===== config.mk =====
export PLATFORM = sky130hd
export DESIGN_NAME = fcr_regulator
export DESIGN_NICKNAME = d
export VERILOG_FILES = /design/src/hdl/fcr_pkg.sv /design/src/hdl/fcr_tick.sv /design/src/hdl/fcr_econ.sv /design/src/hdl/fcr_regulator.sv
export SDC_FILE = /design/constraint.sdc
export NUM_CORES = 1
export LEC_CHECK = 0
export ABC_AREA = 0
export BUFFER_PORTS_ARGS = -buffer_cell sky130_fd_sc_hd__buf_4
export CORE_UTILIZATION = 38
export CTS_CLUSTER_DIAMETER = 200
export DETAILED_ROUTE_END_ITERATION = 6
export SLEW_MARGIN = 10
export SYNTH_ARGS = -nofsm -noshare
export SYNTH_HDL_FRONTEND = slang
export SYNTH_SLANG_ARGS = --single-unit

===== constraint.sdc =====
create_clock -name clk_in -period 8.76 [get_ports clk_in]
set_clock_uncertainty 0.05 [all_clocks]
set_input_delay 0 -clock clk_in [delete_from_list [all_inputs] [get_ports clk_in]]
set_output_delay 0 -clock clk_in [all_outputs]
set_load 0.02 [all_outputs]

===== src/hdl/fcr_pkg.sv =====
// fcr_pkg: constants for the field current regulator
// assumes one 25 MHz clock; registers are 32-bit wishbone words
package fcr_pkg;
    localparam int CLK_HZ          = 25_000_000;
    localparam int SECOND_S        = 1;
    localparam int SECOND_CYCLES   = CLK_HZ * SECOND_S;
    localparam int SAMPLE_HZ       = 5_000;
    localparam int SAMPLE_CYCLES   = CLK_HZ / SAMPLE_HZ;
    localparam int VAL_W           = 10;
    localparam logic [9:0]  VAL_MAX    = 10'h3E8;
    localparam logic [9:0]  FRONT_RST  = 10'h32F;
    localparam logic [9:0]  EMF_SP_RST = 10'h3E8;
    localparam logic [9:0]  MAXF1_RST  = 10'h3E8;
    localparam logic [9:0]  MAXF2_RST  = 10'h1F4;
    localparam logic [9:0]  MINF_RST   = 10'h1F4;
    localparam logic [7:0]  ECON_RST   = 8'h1E;
    localparam logic [7:0]  IRF_RST    = 8'h00;
    localparam int IR_SHIFT        = 11;
    localparam int KP_SHIFT        = 2;
    localparam int KI_SHIFT        = 4;
    // register byte offsets
    localparam logic [7:0] REG_CTRL   = 8'h00;
    localparam logic [7:0] REG_EMF_SP = 8'h04;
    localparam logic [7:0] REG_MAXF1  = 8'h08;
    localparam logic [7:0] REG_MAXF2  = 8'h0C;
    localparam logic [7:0] REG_MINF   = 8'h10;
    localparam logic [7:0] REG_FRONT  = 8'h14;
    localparam logic [7:0] REG_ECON   = 8'h18;
    localparam logic [7:0] REG_IRF    = 8'h1C;
    localparam logic [7:0] REG_BEMF   = 8'h20;
    localparam logic [7:0] REG_DEMAND = 8'h24;
    localparam logic [7:0] REG_ANGLE  = 8'h28;
    localparam logic [7:0] REG_STATUS = 8'h2C;
    // control bit positions
    localparam int CTRL_SEL2   = 0;
    localparam int CTRL_AUTO   = 1;
    localparam int CTRL_DIRECT = 2;
    localparam int CTRL_ENABLE = 3;
    localparam int CTRL_PINSEL = 4;
    typedef enum logic [1:0] {FCR_IDLE, FCR_VOLT, FCR_CURR} fcr_state_e;
    function automatic logic [9:0] fcr_clamp(input logic signed [23:0] v,
                                             input logic [9:0] lo,
                                             input logic [9:0] hi);
        if (v > $signed({14'h0000, hi})) begin
            return hi;
        end else if (v < $signed({14'h0000, lo})) begin
            return lo;
        end
        return v[9:0];
    endfunction : fcr_clamp
endpackage : fcr_pkg


===== src/hdl/fcr_tick.sv =====
// fcr_tick: one-cycle enable every DIV clocks
// assumes a synchronous active-low reset
`timescale 1ns/1ps
module fcr_tick #(
    parameter int DIV = 5000
) (
    input  wire logic clk_in,   // control clock
    input  wire logic rstn_in,  // synchronous reset, low active
    input  wire logic clear_in, // restart the count
    output logic      tick_out  // one-cycle pulse
);
    logic [31:0] count;
    wire         wrap = (count == 32'(DIV - 1));
    always_ff @(posedge clk_in) begin
        if (!rstn_in || clear_in || wrap) begin
            count <= '0;
        end else begin
            count <= count + 32'h1;
        end
    end
    always_ff @(posedge clk_in) begin
        tick_out <= rstn_in && !clear_in && wrap;
    end
endmodule : fcr_tick


===== src/hdl/fcr_econ.sv =====
// fcr_econ: field economy delay, counts seconds after the drive stops
// assumes sec_tick_in pulses once a second
`timescale 1ns/1ps
module fcr_econ (
    input  wire logic       clk_in,     // control clock
    input  wire logic       rstn_in,    // synchronous reset, low active
    input  wire logic       running_in, // drive enabled
    input  wire logic       sec_tick_in,// one pulse per second
    input  wire logic [7:0] delay_in,   // delay in seconds
    output logic            expired_out // economy limit due
);
    logic [7:0] secs;
    always_ff @(posedge clk_in) begin
        if (!rstn_in || running_in) begin
            secs        <= '0;
            expired_out <= 1'b0;
        end else if (secs >= delay_in) begin
            expired_out <= 1'b1;
        end else if (sec_tick_in) begin
            secs <= secs + 8'h01;
        end
    end
endmodule : fcr_econ


===== src/hdl/fcr_regulator.sv =====
// fcr_regulator: back-emf and field current loops with wishbone registers
// assumes feedback inputs synchronous to clk_in, scaled 0..1000
// Function
// - back-emf is armature voltage minus IR term, kept within 0..1000
// - demand from voltage loop, clamped between selected maximum and floor
// - back-emf below set point drives voltage loop to maximum
// - back-emf above set point lowers demand to regulate it
// - current error is demand minus field feedback, into current loop
// - current loop output is the firing angle, capped at front endstop
// - front endstop resets to 815
// - two maximum field values; a selector chooses the active one
// - economy timer picks lower maximum when drive is stopped
// - maximum selection by input pin or software bit
// - direct firing-angle mode bypasses both loops
// - set point at maximum makes demand equal selected maximum
// - spillover uses back-emf and emf set point
// - economy delay 0..255 seconds, default 30, counted from disable
// - auto economy bit hands selector to the timer
// - direct mode angle is the second maximum, capped by endstop
// - IR term is speed-error integral times factor over 2048
`timescale 1ns/1ps
module fcr_regulator
    import fcr_pkg::*;
#(
    parameter int SAMPLE_DIV = fcr_pkg::SAMPLE_CYCLES,
    parameter int SECOND_DIV = fcr_pkg::SECOND_CYCLES
) (
    input  wire logic               clk_in,       // 25 MHz clock
    input  wire logic               resetn_in,    // async reset, low active
    input  wire logic               wb_cyc_in,    // wishbone cycle
    input  wire logic               wb_stb_in,    // wishbone strobe
    input  wire logic               wb_we_in,     // write enable
    input  wire logic [7:0]         wb_adr_in,    // byte address
    input  wire logic [3:0]         wb_sel_in,    // byte lanes
    input  wire logic [31:0]        wb_dat_in,    // write data
    output logic [31:0]             wb_dat_out,   // read data
    output logic                    wb_ack_out,   // acknowledge
    input  wire logic [9:0]         arm_volt_in,  // armature voltage 0..1000
    input  wire logic signed [10:0] speed_int_in, // speed error integral +-1000
    input  wire logic [9:0]         field_fb_in,  // field current feedback
    input  wire logic               running_in,   // drive enabled
    input  wire logic               max2_pin_in,  // programmable input, max 2
    output logic [9:0]              angle_out,    // firing angle to pulse gen
    output logic                    angle_vld_out // new angle pulse
);
    import fcr_pkg::*;

    ////////////////////////////////////////////////////////////////////////////
    logic       rst_meta;
    logic       rstn;
    always_ff @(posedge clk_in or negedge resetn_in) begin
        if (!resetn_in) begin
            rst_meta <= 1'b0;
            rstn     <= 1'b0;
        end else begin
            rst_meta <= 1'b1;
            rstn     <= rst_meta;
        end
    end

    ////////////////////////////////////////////////////////////////////////////
    logic [4:0] ctrl;
    logic [9:0] emf_sp;
    logic [9:0] maxf1;
    logic [9:0] maxf2;
    logic [9:0] minf;
    logic [9:0] front;
    logic [7:0] econ_delay;
    logic [7:0] ir_factor;
    logic [9:0] bemf;
    logic [9:0] demand;
    logic       econ_expired;
    logic       sample_tick;
    logic       sec_tick;
    fcr_state_e state;

    wire        req       = wb_cyc_in && wb_stb_in && !wb_ack_out;
    wire        wr_req    = req && wb_we_in;
    wire        lane0     = wb_sel_in[0];
    wire        hit_ctrl  = wb_adr_in == REG_CTRL;
    wire        hit_sp    = wb_adr_in == REG_EMF_SP;
    wire        hit_max1  = wb_adr_in == REG_MAXF1;
    wire        hit_max2  = wb_adr_in == REG_MAXF2;
    wire        hit_min   = wb_adr_in == REG_MINF;
    wire        hit_front = wb_adr_in == REG_FRONT;
    wire        hit_econ  = wb_adr_in == REG_ECON;
    wire        hit_irf   = wb_adr_in == REG_IRF;

    // write strobes; byte-wide registers need lane 0
    wire        wr_ctrl   = wr_req && hit_ctrl && lane0;
    wire        wr_sp     = wr_req && hit_sp;
    wire        wr_max1   = wr_req && hit_max1;
    wire        wr_max2   = wr_req && hit_max2;
    wire        wr_min    = wr_req && hit_min;
    wire        wr_front  = wr_req && hit_front;
    wire        wr_econ   = wr_req && hit_econ && lane0;
    wire        wr_irf    = wr_req && hit_irf && lane0;

    wire        sel_auto = ctrl[CTRL_AUTO] ? econ_expired : ctrl[CTRL_SEL2];
    wire        use_max2 = ctrl[CTRL_PINSEL] ? max2_pin_in : sel_auto;
    wire [9:0]  max_sel  = use_max2 ? maxf2 : maxf1;

    // wide registers keep the high byte when its lane is not selected
    function automatic logic [9:0] wr10(input logic [9:0] old, input logic [31:0] d,
                                        input logic [3:0] sel);
        logic [9:0] r;
        r = old;
        if (sel[0]) begin
            r[7:0] = d[7:0];
        end
        if (sel[1]) begin
            r[9:8] = d[9:8];
        end
        return (r > VAL_MAX) ? VAL_MAX : r;
    endfunction : wr10

    ////////////////////////////////////////////////////////////////////////////
    always_ff @(posedge clk_in) begin
        if (!rstn) begin
            ctrl <= '0;
        end else if (wr_ctrl) begin
            ctrl <= wb_dat_in[4:0];
        end
    end

    always_ff @(posedge clk_in) begin
        if (!rstn) begin
            emf_sp <= EMF_SP_RST;
        end else if (wr_sp) begin
            emf_sp <= wr10(emf_sp, wb_dat_in, wb_sel_in);
        end
    end

    always_ff @(posedge clk_in) begin
        if (!rstn) begin
            maxf1 <= MAXF1_RST;
        end else if (wr_max1) begin
            maxf1 <= wr10(maxf1, wb_dat_in, wb_sel_in);
        end
    end

    always_ff @(posedge clk_in) begin
        if (!rstn) begin
            maxf2 <= MAXF2_RST;
        end else if (wr_max2) begin
            maxf2 <= wr10(maxf2, wb_dat_in, wb_sel_in);
        end
    end

    always_ff @(posedge clk_in) begin
        if (!rstn) begin
            minf <= MINF_RST;
        end else if (wr_min) begin
            minf <= wr10(minf, wb_dat_in, wb_sel_in);
        end
    end

    always_ff @(posedge clk_in) begin
        if (!rstn) begin
            front <= FRONT_RST;
        end else if (wr_front) begin
            front <= wr10(front, wb_dat_in, wb_sel_in);
        end
    end

    always_ff @(posedge clk_in) begin
        if (!rstn) begin
            econ_delay <= ECON_RST;
        end else if (wr_econ) begin
            econ_delay <= wb_dat_in[7:0];
        end
    end

    always_ff @(posedge clk_in) begin
        if (!rstn) begin
            ir_factor <= IRF_RST;
        end else if (wr_irf) begin
            ir_factor <= wb_dat_in[7:0];
        end
    end

    ////////////////////////////////////////////////////////////////////////////
    logic [31:0] rdata;
    always_comb begin
        rdata = 32'h0000_0000;
        case (wb_adr_in)
            REG_CTRL:   rdata = {27'h0, ctrl[4:3], ctrl[2], ctrl[1], use_max2};
            REG_EMF_SP: rdata = {22'h0, emf_sp};
            REG_MAXF1:  rdata = {22'h0, maxf1};
            REG_MAXF2:  rdata = {22'h0, maxf2};
            REG_MINF:   rdata = {22'h0, minf};
            REG_FRONT:  rdata = {22'h0, front};
            REG_ECON:   rdata = {24'h0, econ_delay};
            REG_IRF:    rdata = {24'h0, ir_factor};
            REG_BEMF:   rdata = {22'h0, bemf};
            REG_DEMAND: rdata = {22'h0, demand};
            REG_ANGLE:  rdata = {22'h0, angle_out};
            REG_STATUS: rdata = {29'h0, econ_expired, use_max2, running_in};
            default:    rdata = 32'h0000_0000;
        endcase
    end

    always_ff @(posedge clk_in) begin
        if (!rstn) begin
            wb_ack_out <= 1'b0;
        end else begin
            wb_ack_out <= req;
        end
    end

    // read data stands only with ack, so an idle bus reads as zero
    always_ff @(posedge clk_in) begin
        if (!rstn) begin
            wb_dat_out <= '0;
        end else begin
            wb_dat_out <= req ? rdata : 32'h0000_0000;
        end
    end

    ////////////////////////////////////////////////////////////////////////////
    // sample tick
    fcr_tick #(.DIV(SAMPLE_DIV)) u_sample (
        .clk_in   (clk_in),
        .rstn_in  (rstn),
        .clear_in (1'b0),
        .tick_out (sample_tick)
    );

    fcr_tick #(.DIV(SECOND_DIV)) u_second (
        .clk_in   (clk_in),
        .rstn_in  (rstn),
        .clear_in (running_in),
        .tick_out (sec_tick)
    );

    fcr_econ u_econ (
        .clk_in      (clk_in),
        .rstn_in     (rstn),
        .running_in  (running_in),
        .sec_tick_in (sec_tick),
        .delay_in    (econ_delay),
        .expired_out (econ_expired)
    );

    ////////////////////////////////////////////////////////////////////////////
    // IR term
    wire signed [19:0] ir_prod = speed_int_in * $signed({1'b0, ir_factor});
    wire signed [23:0] ir_term = 24'(ir_prod >>> IR_SHIFT);
    wire signed [23:0] bemf_raw = $signed({14'h0, arm_volt_in}) - ir_term;
    wire [9:0]         bemf_next = fcr_clamp(bemf_raw, 10'h000, VAL_MAX);

    // voltage loop integrator, full scale means maximum demand
    logic signed [23:0] v_int;
    wire signed [23:0]  v_err  = $signed({14'h0, emf_sp}) - $signed({14'h0, bemf});
    wire signed [23:0]  v_sum  = v_int + (v_err >>> KI_SHIFT);
    wire signed [23:0]  v_prop = v_int + (v_err <<< KP_SHIFT);
    // set point at maximum forces full demand
    wire               v_full = (emf_sp == VAL_MAX) || (bemf < emf_sp);
    wire [9:0]         dem_next = v_full ? fcr_clamp({14'h0, max_sel}, minf, max_sel)
                                         : fcr_clamp(v_prop, minf, max_sel);
    wire [9:0]         v_int_sat  = fcr_clamp(v_sum, minf, max_sel);
    wire signed [23:0] next_v_int = v_full ? $signed({14'h0, max_sel})
                                           : $signed({14'h0, v_int_sat});

    ////////////////////////////////////////////////////////////////////////////
    // current error
    wire signed [23:0] i_err  = $signed({14'h0, demand}) - $signed({14'h0, field_fb_in});
    logic signed [23:0] i_int;
    wire signed [23:0] i_sum  = i_int + (i_err >>> KI_SHIFT);
    wire signed [23:0] i_out  = i_int + (i_err <<< KP_SHIFT);
    wire [9:0]         ang_loop = fcr_clamp(i_out, 10'h000, front);
    wire [9:0]         ang_dir  = fcr_clamp({14'h0, maxf2}, 10'h000, front);
    wire               loop_off   = ctrl[CTRL_DIRECT] || !ctrl[CTRL_ENABLE];
    wire [9:0]         ang_off    = ctrl[CTRL_DIRECT] ? ang_dir : 10'h000;
    wire [9:0]         next_angle = loop_off ? ang_off : ang_loop;
    wire [9:0]         i_int_sat  = fcr_clamp(i_sum, 10'h000, front);
    wire signed [23:0] next_i_int = loop_off ? 24'sh00_0000 : $signed({14'h0, i_int_sat});

    ////////////////////////////////////////////////////////////////////////////
    fcr_state_e next_state;
    always_comb begin
        next_state = FCR_IDLE;
        case (state)
            FCR_IDLE: next_state = sample_tick ? FCR_VOLT : FCR_IDLE;
            FCR_VOLT: next_state = FCR_CURR;
            FCR_CURR: next_state = FCR_IDLE;
            default:  next_state = FCR_IDLE;
        endcase
    end

    always_ff @(posedge clk_in) begin
        if (!rstn) begin
            state <= FCR_IDLE;
        end else begin
            state <= next_state;
        end
    end

    // state decode
    wire               st_volt = state == FCR_VOLT;
    wire               st_curr = state == FCR_CURR;

    always_ff @(posedge clk_in) begin
        if (!rstn) begin
            bemf   <= '0;
            demand <= '0;
            v_int  <= '0;
        end else if (st_volt) begin
            bemf   <= bemf_next;
            demand <= dem_next;
            v_int  <= next_v_int;
        end
    end

    always_ff @(posedge clk_in) begin
        if (!rstn) begin
            angle_vld_out <= 1'b0;
        end else begin
            angle_vld_out <= st_curr;
        end
    end

    // angle moves only at an update pulse
    always_ff @(posedge clk_in) begin
        if (!rstn) begin
            i_int     <= '0;
            angle_out <= '0;
        end else if (st_curr) begin
            i_int     <= next_i_int;
            angle_out <= next_angle;
        end
    end
endmodule : fcr_regulator


== After elaboration in Yosys (flattened, before gate mapping) ==
Index checks and enable logic that the tools add are counted.

* Output and inout bits: 44
* Word-level logic and storage cells: 182
* Memories kept: 0
* Memory bits (writable): 0
* ROM bits: 0
* Bits in registers: 262
* Latch bits: 0

* Reduce and logical (&&, ||, !) cells: 30
* Multiplexer cells: 79
* Div/mod/pow operators: 0
* Shifts and indexed selects: 0
* Bitwise gates (word level): 1
* Multiply operators: 1
* Order comparisons: 20
* Add/subtract/negate cells: 10
* Eq/ne operators: 16

{| class="wikitable"
|+ Operator list
! kind !! number
|-
| $mux W10 || 31
|-
| $mux W8 || 15
|-
| $pmux W10 S12 || 1
|-
| $gt A24 B11 Y1 || 4
|-
| $add A32 B1 Y32 const B || 2
|-
| $gt A10 B10 Y1 const B || 5
|-
| $add A24 B13 Y24 || 2
|-
| $add A24 B7 Y24 || 2
|-
| $lt A24 B1 Y1 const B || 2
|-
| $lt A24 B11 Y1 || 2
|-
| $eq A32 B13 Y1 const B || 1
|-
| $eq A32 B25 Y1 const B || 1
|-
| $eq A8 B5 Y1 const B || 4
|-
| $eq A8 B6 Y1 const B || 4
|-
| $mux W2 || 15
|-
| $sub A10 B10 Y11 || 2
|-
| $gt A10 B10 Y1 || 2
|-
| $lt A10 B10 Y1 || 2
|-
| $mul A11 B9 Y20 || 1
|-
| $logic_and A1 B1 Y1 || 17
|-
| $eq A8 B4 Y1 const B || 2
|-
| $mux W1 || 16
|-
| $gt A12 B11 Y1 const B || 1
|-
| $lt A12 B1 Y1 const B || 1
|-
| other kinds (14) || 22
|}

== Logic depth before layout (Yosys ltp) ==
* Word-level depth: 8
* Mapped depth: 29
* Gate-level depth less buffers: 28

== By module ==
A second synthesis with hierarchy kept.

* Cell total of the unflattened synthesis: 2356
* Area total of the unflattened synthesis: 19324.8 µm²

{| class="wikitable"
|+ Modules (own cells, without submodules)
! module !! seq. area each (µm²) !! area each (µm²) !! instances !! cells each
|-
| fcr_regulator || 2752.6 || 15368.5 || 1 || 1899
|-
| fcr_tick (u_sample) || 660.6 || 1680.4 || 1 || 194
|-
| fcr_tick (u_second) || 660.6 || 1635.3 || 1 || 188
|-
| fcr_econ || 180.2 || 640.6 || 1 || 75
|}

== Least setup slack after synthesis ==
OpenSTA, ideal clock, no wires.

* Path kind: register to register
* Start point: register ir_factor[5]
* End point: register bemf[0]
* Slack: 2.558 ns
* Stages on the path, launching flop included: 28
* Setup time: 0.117 ns
* Arrival: 6.035 ns
* Buffers on the path: 1
* Period minus slack after synthesis: 6.202 ns
* Cell sequence: dfxtp_1 -> clkbuf_1 -> nand2_1 -> fa_1 -> inv_1 -> fa_1 -> fa_1 -> inv_1 -> fa_1 -> inv_1 -> ha_1 -> a21o_1 -> a21oi_1 -> nand2_1 -> a21oi_1 -> inv_1 -> a21oi_1 -> xor2_1 -> ha_1 -> or2_2 -> o311a_1 -> o21ai_0 -> a21oi_1 -> xor2_1 -> nand4_1 -> nand4_1 -> nor2_1 -> a32o_1

* Longest elaborated chain between the ends: 6
* Elaborated cells on any way between the ends: 8
* Classes of those cells: 1 x add/sub; 1 x mul; 2 x order compare; 4 x mux

{| class="wikitable"
|+ RTL lines
! item !! RTL line !! text
|-
| start, declared || fcr_regulator.sv:69 || <nowiki>logic [7:0] ir_factor;</nowiki>
|-
| start signal, assigned || fcr_regulator.sv:178 || <nowiki>ir_factor <= wb_dat_in[7:0];</nowiki>
|-
| $mul A11 B9 Y20 (*) || fcr_regulator.sv:247 || <nowiki>wire signed [19:0] ir_prod = speed_int_in * $signed({1'b0, ir_factor});</nowiki>
|-
| $sub A11 B9 Y12 (*) || fcr_regulator.sv:249 || <nowiki>wire signed [23:0] bemf_raw = $signed({14'h0, arm_volt_in}) - ir_term;</nowiki>
|-
| $lt A12 B1 Y1 || fcr_pkg.sv:46 || <nowiki>end else if (v < $signed({14'h0000, lo})) begin</nowiki>
|-
| $mux W1 || fcr_pkg.sv:46 ||
|-
| $mux W1 || fcr_pkg.sv:44 || <nowiki>if (v > $signed({14'h0000, hi})) begin</nowiki>
|-
| $mux W10 (*) || fcr_pkg.sv:49 || <nowiki>return v[9:0];</nowiki>
|-
| end signal, assigned || fcr_regulator.sv:309 || <nowiki>bemf <= bemf_next;</nowiki>
|-
| end, declared || fcr_regulator.sv:70 || <nowiki>logic [9:0] bemf;</nowiki>
|}

Every way passes the cells marked *; elsewhere a longest branch is shown, timed or not.
A chain may end at the register's enable or synchronous reset.

== Final worst setup path ==
* Start point: register ir_factor[2]
* End point: register bemf[9]

Same word-level chain as after synthesis.

==> impl_metrics.env <==
export IMPL_yosysMostFrequentCell="inv_1"
export IMPL_critPathMaxStageDelay_ns=0.74
export IMPL_async_reset_ff_frac=0.009434
export IMPL_synthSimpleGateAreaFrac=0.2070
export IMPL_cts_max_level=1
export IMPL_startpoint_type="flop"
export IMPL_cts_sinks=212
export IMPL_p_sw_uw=563.2
export IMPL_cts_max_path_buffers=3
export IMPL_cts_hold_fix_buffers=22
export IMPL_ys_types=87
export IMPL_period_share=0.8433
export IMPL_synth_top_family_by_area="adder cells"
export IMPL_arrival_ns=7.83
export IMPL_syn_inst=2252
export IMPL_synth_xor_xnor_area_share=0.05692
export IMPL_dpl_hpwl_um=44240
export IMPL_power_uw=2259
export IMPL_netlist_area_leader_share=0.2280
export IMPL_hold_violations=0
export IMPL_n_antenna_cell=0
export IMPL_grt_pass1_wl_um=91210
export IMPL_endpoint_kind="flop"
export IMPL_period_needed_ns=7.387
export IMPL_finalNonFillerCells=2956
export IMPL_synthTopCellsByArea="dfxtp_1 23%, ha_1 13%, fa_1 8.5%"
export IMPL_grt_pass1_vias=16670
export IMPL_slowest_stage="o41ai_1"
export IMPL_ios=126
export IMPL_min_path_type="input pin to flop"
export IMPL_p_int_uw=1696
export IMPL_nFillCells=4764
export IMPL_grt_max_degree=61
export IMPL_gp_congestion=0.9606
export IMPL_die_w_um=222.3
export IMPL_worstRegToRegCells=25
export IMPL_ys_seq_area_frac=0.2307
export IMPL_vias=16860
export IMPL_critPathBufInv=5
export IMPL_setup_viol=0
export IMPL_port_buffers=79
export IMPL_wl_per_cell_um=19.19
export IMPL_cts_tree="done"
export IMPL_drive_gt1_frac=0.07219
export IMPL_cts_resized=0
export IMPL_slew_viol_final=0
export IMPL_crit_fanout=13
export IMPL_antenna_found_initial=0
export IMPL_final_nets=2673
export IMPL_maxSlewHeadroom=0.3375
export IMPL_ys_flop_type="dfxtp_1"
export IMPL_synth_area_mux_share=0.03928
export IMPL_worst_path_stages=25
export IMPL_drc=0
export IMPL_p_leak_uw=0.009113
export IMPL_power_frac_seq=0.430
export IMPL_vias_per_cell=5.705
export IMPL_required_ns=9.21
export IMPL_outcome="finished clean"
export IMPL_tns_ns=0
export IMPL_drt_iter0_drc=1406
export IMPL_initial_core_util=0.3855
export IMPL_cp_top_family="adder cells"
export IMPL_cap_violations=0
export IMPL_cts_setup_buffers=0
export IMPL_dr_pass1_iters=6
export IMPL_ys_seq_elements=212
export IMPL_rsz0062_at_grt="false"
export IMPL_p_sw_frac=0.2493
export IMPL_grt_overflow_total=0
export IMPL_yosysTopAreaCell="dfxtp_1"
export IMPL_fmax_ghz=0.1354
export IMPL_synth_edf_count=0
export IMPL_cts_root_buf="clkbuf_16"
export IMPL_p_per_area_nw_per_um2=109.3
export IMPL_avgSynthCellArea_um2=8.189
export IMPL_holdPathStages=4
export IMPL_power_frac_clock=0.499
export IMPL_coreArea_um2=47850
export IMPL_synth_area_um2=18440
export IMPL_ys_top_cells_by_count="221 x inv_1, 217 x nor2_1, 210 x dfxtp_1, 190 x ha_1, 182 x nand2_1"
export IMPL_dieArea_um2=49420
export IMPL_final_util=0.4320
export IMPL_area_delta_synth_final_pct=12.06
export IMPL_yosysWarningCount=0
export IMPL_num_rows=80
export IMPL_dp_cells=2886
export IMPL_insertion_delay_ns=0.57
export IMPL_numCtsBuffers=27
export IMPL_peakVddDrop_mv=0.09307
export IMPL_die_y_um=222.3
export IMPL_worst_pin_slew_ns=0.9901
export IMPL_clkTransAtPathRegs_ns=0.05
export IMPL_ant_nets=0
export IMPL_combinationalPowerShare=0.071
export IMPL_grt_usage=0.2286
export IMPL_synth_compound_area_share=0.1822
export IMPL_crit_type="flop to flop"
export IMPL_post_synth_fa_ha_maj_area_fraction=0.2136
export IMPL_routed_wl_um=56740
[stage by stage]
step	worst slack, ns	area, µm²	hold WS, ns
6_report	1.373	20670	0.02924
5_1_grt	1.017	20670	0.05325
4_1_cts	1.409	20650	0.009704
3_5_place_dp	1.524	19550	-0.2659
3_3_place_gp	1.688	19550	-0.2675
2_1_floorplan	2.558	18520	-0.3456
[worst reg2reg max path: stages, from the launching register on]
cell           delay [ns]
dfxtp_1              0.60
nand2_1              0.15
fa_1                 0.55
inv_1                0.05
fa_1                 0.51
inv_1                0.05
fa_1                 0.47
inv_1                0.06
fa_1                 0.47
ha_1                 0.23
o41ai_1              0.74
nand2_1              0.21
a21oi_1              0.27
inv_1                0.06
a21oi_1              0.18
xor2_1               0.28
ha_1                 0.32
or2_2                0.30
o311a_1              0.14
o21ai_0              0.23
a21oi_1              0.14
a21oi_1              0.29
nor4_1               0.10
a31oi_1              0.16
a32o_1               0.17
dlygate4sd3_1        0.54
[placed cells by master, fill, tap and decap left out, types with 11 or more instances in the layout]
cell	synthesis	routed
a21o_1	21	21
a21oi_1	92	92
a221o_1	15	15
a221oi_1	28	28
a22o_1	19	19
a22oi_1	23	23
a31oi_1	25	25
and2_1	52	52
and3_1	27	27
buf_4	25	92
clkbuf_16	0	27
conb_1	2	23
dfxtp_1	210	210
dlygate4sd3_1	0	22
fa_1	78	78
ha_1	190	190
inv_1	221	221
mux2i_1	69	69
nand2_1	182	182
nand2b_1	15	15
nand3_1	112	112
nand3b_1	11	11
nand4_1	31	31
nor2_1	217	217
nor2b_1	27	27
nor3_1	46	46
nor4_1	17	17
o211ai_1	26	26
o21a_1	28	28
o21ai_0	76	76
o221ai_1	11	11
xnor2_1	51	51
xor2_1	67	67
[metal layers]
metal / wire (µm) / share of wire / global-route usage / up-vias
met2: 26800 / 0.47 / 0.3937 / 524
met1: 24490 / 0.43 / 0.2915 / 8120
met5: 0 / 0 / 0 / -
met3: 3047 / 0.054 / 0.02539 / 129
li1: - / - / - / 8090
met4: 2401 / 0.042 / 0.08849 / 0
[worst paths after layout]
path / slack [ns] / startpoint / endpoint
min in group asynchronous: 0.24 / resetn_in / rst_meta$_DFF_PN0_
max in group asynchronous: 8.29 / resetn_in / rstn$_DFF_PN0_
max: 1.37 / ir_factor[2]$_SDFFE_PN0P_ / bemf[9]$_SDFFE_PN0P_
max reg2reg: 1.37 / ir_factor[2]$_SDFFE_PN0P_ / bemf[9]$_SDFFE_PN0P_
min reg2reg: 0.31 / rst_meta$_DFF_PN0_ / rstn$_DFF_PN0_
min: 0.03 / arm_volt_in[8] / bemf[8]$_SDFFE_PN0P_
[state kept, by name, indices dropped and copies added, names as in the netlist, 2 cells and up]
register,cells
maxf1,10
econ_delay,8
maxf2,10
minf,10
wb_dat_out,10
demand,10
i_int,10
v_int,10
u_econ.secs,8
bemf,10
front,10
emf_sp,10
state,2
ir_factor,8
u_second.count,32
ctrl,5
u_sample.count,32
angle_out,10
[power groups by stage]
stage / Clock [µW] / Sequential [µW] / Combinational [µW]
3_3_place_gp: 0 / 992 / 147
4_1_cts: 1140 / 971 / 158
3_5_place_dp: 0 / 992 / 150
5_1_grt: 1180 / 971 / 174
2_1_floorplan: 0 / 989 / 98.6
6_report: 1130 / 971 / 161
[area by class of cell]
class | instances | area, µm² | area share
clock buffers | 37 | 773.2 | 0.03741
clock inverters | 10 | 112.6 | 0.005449
inverters | 224 | 840.8 | 0.04068
multi-input cells | 1743 | 12990 | 0.6285
flip-flops and latches | 212 | 4255 | 0.2059
well taps | 615 | 769.5 | 0.03723
repair buffers | 115 | 925.9 | 0.04480
[logic make-up after synthesis]
family          Yosys count
compound gates          474
xor+xnor                119
fa+ha+maj               268
buf+inv                 318
flops                   212
mux                      72
other cells               2
simple gates            787
(Power assumes the default switching activity.)
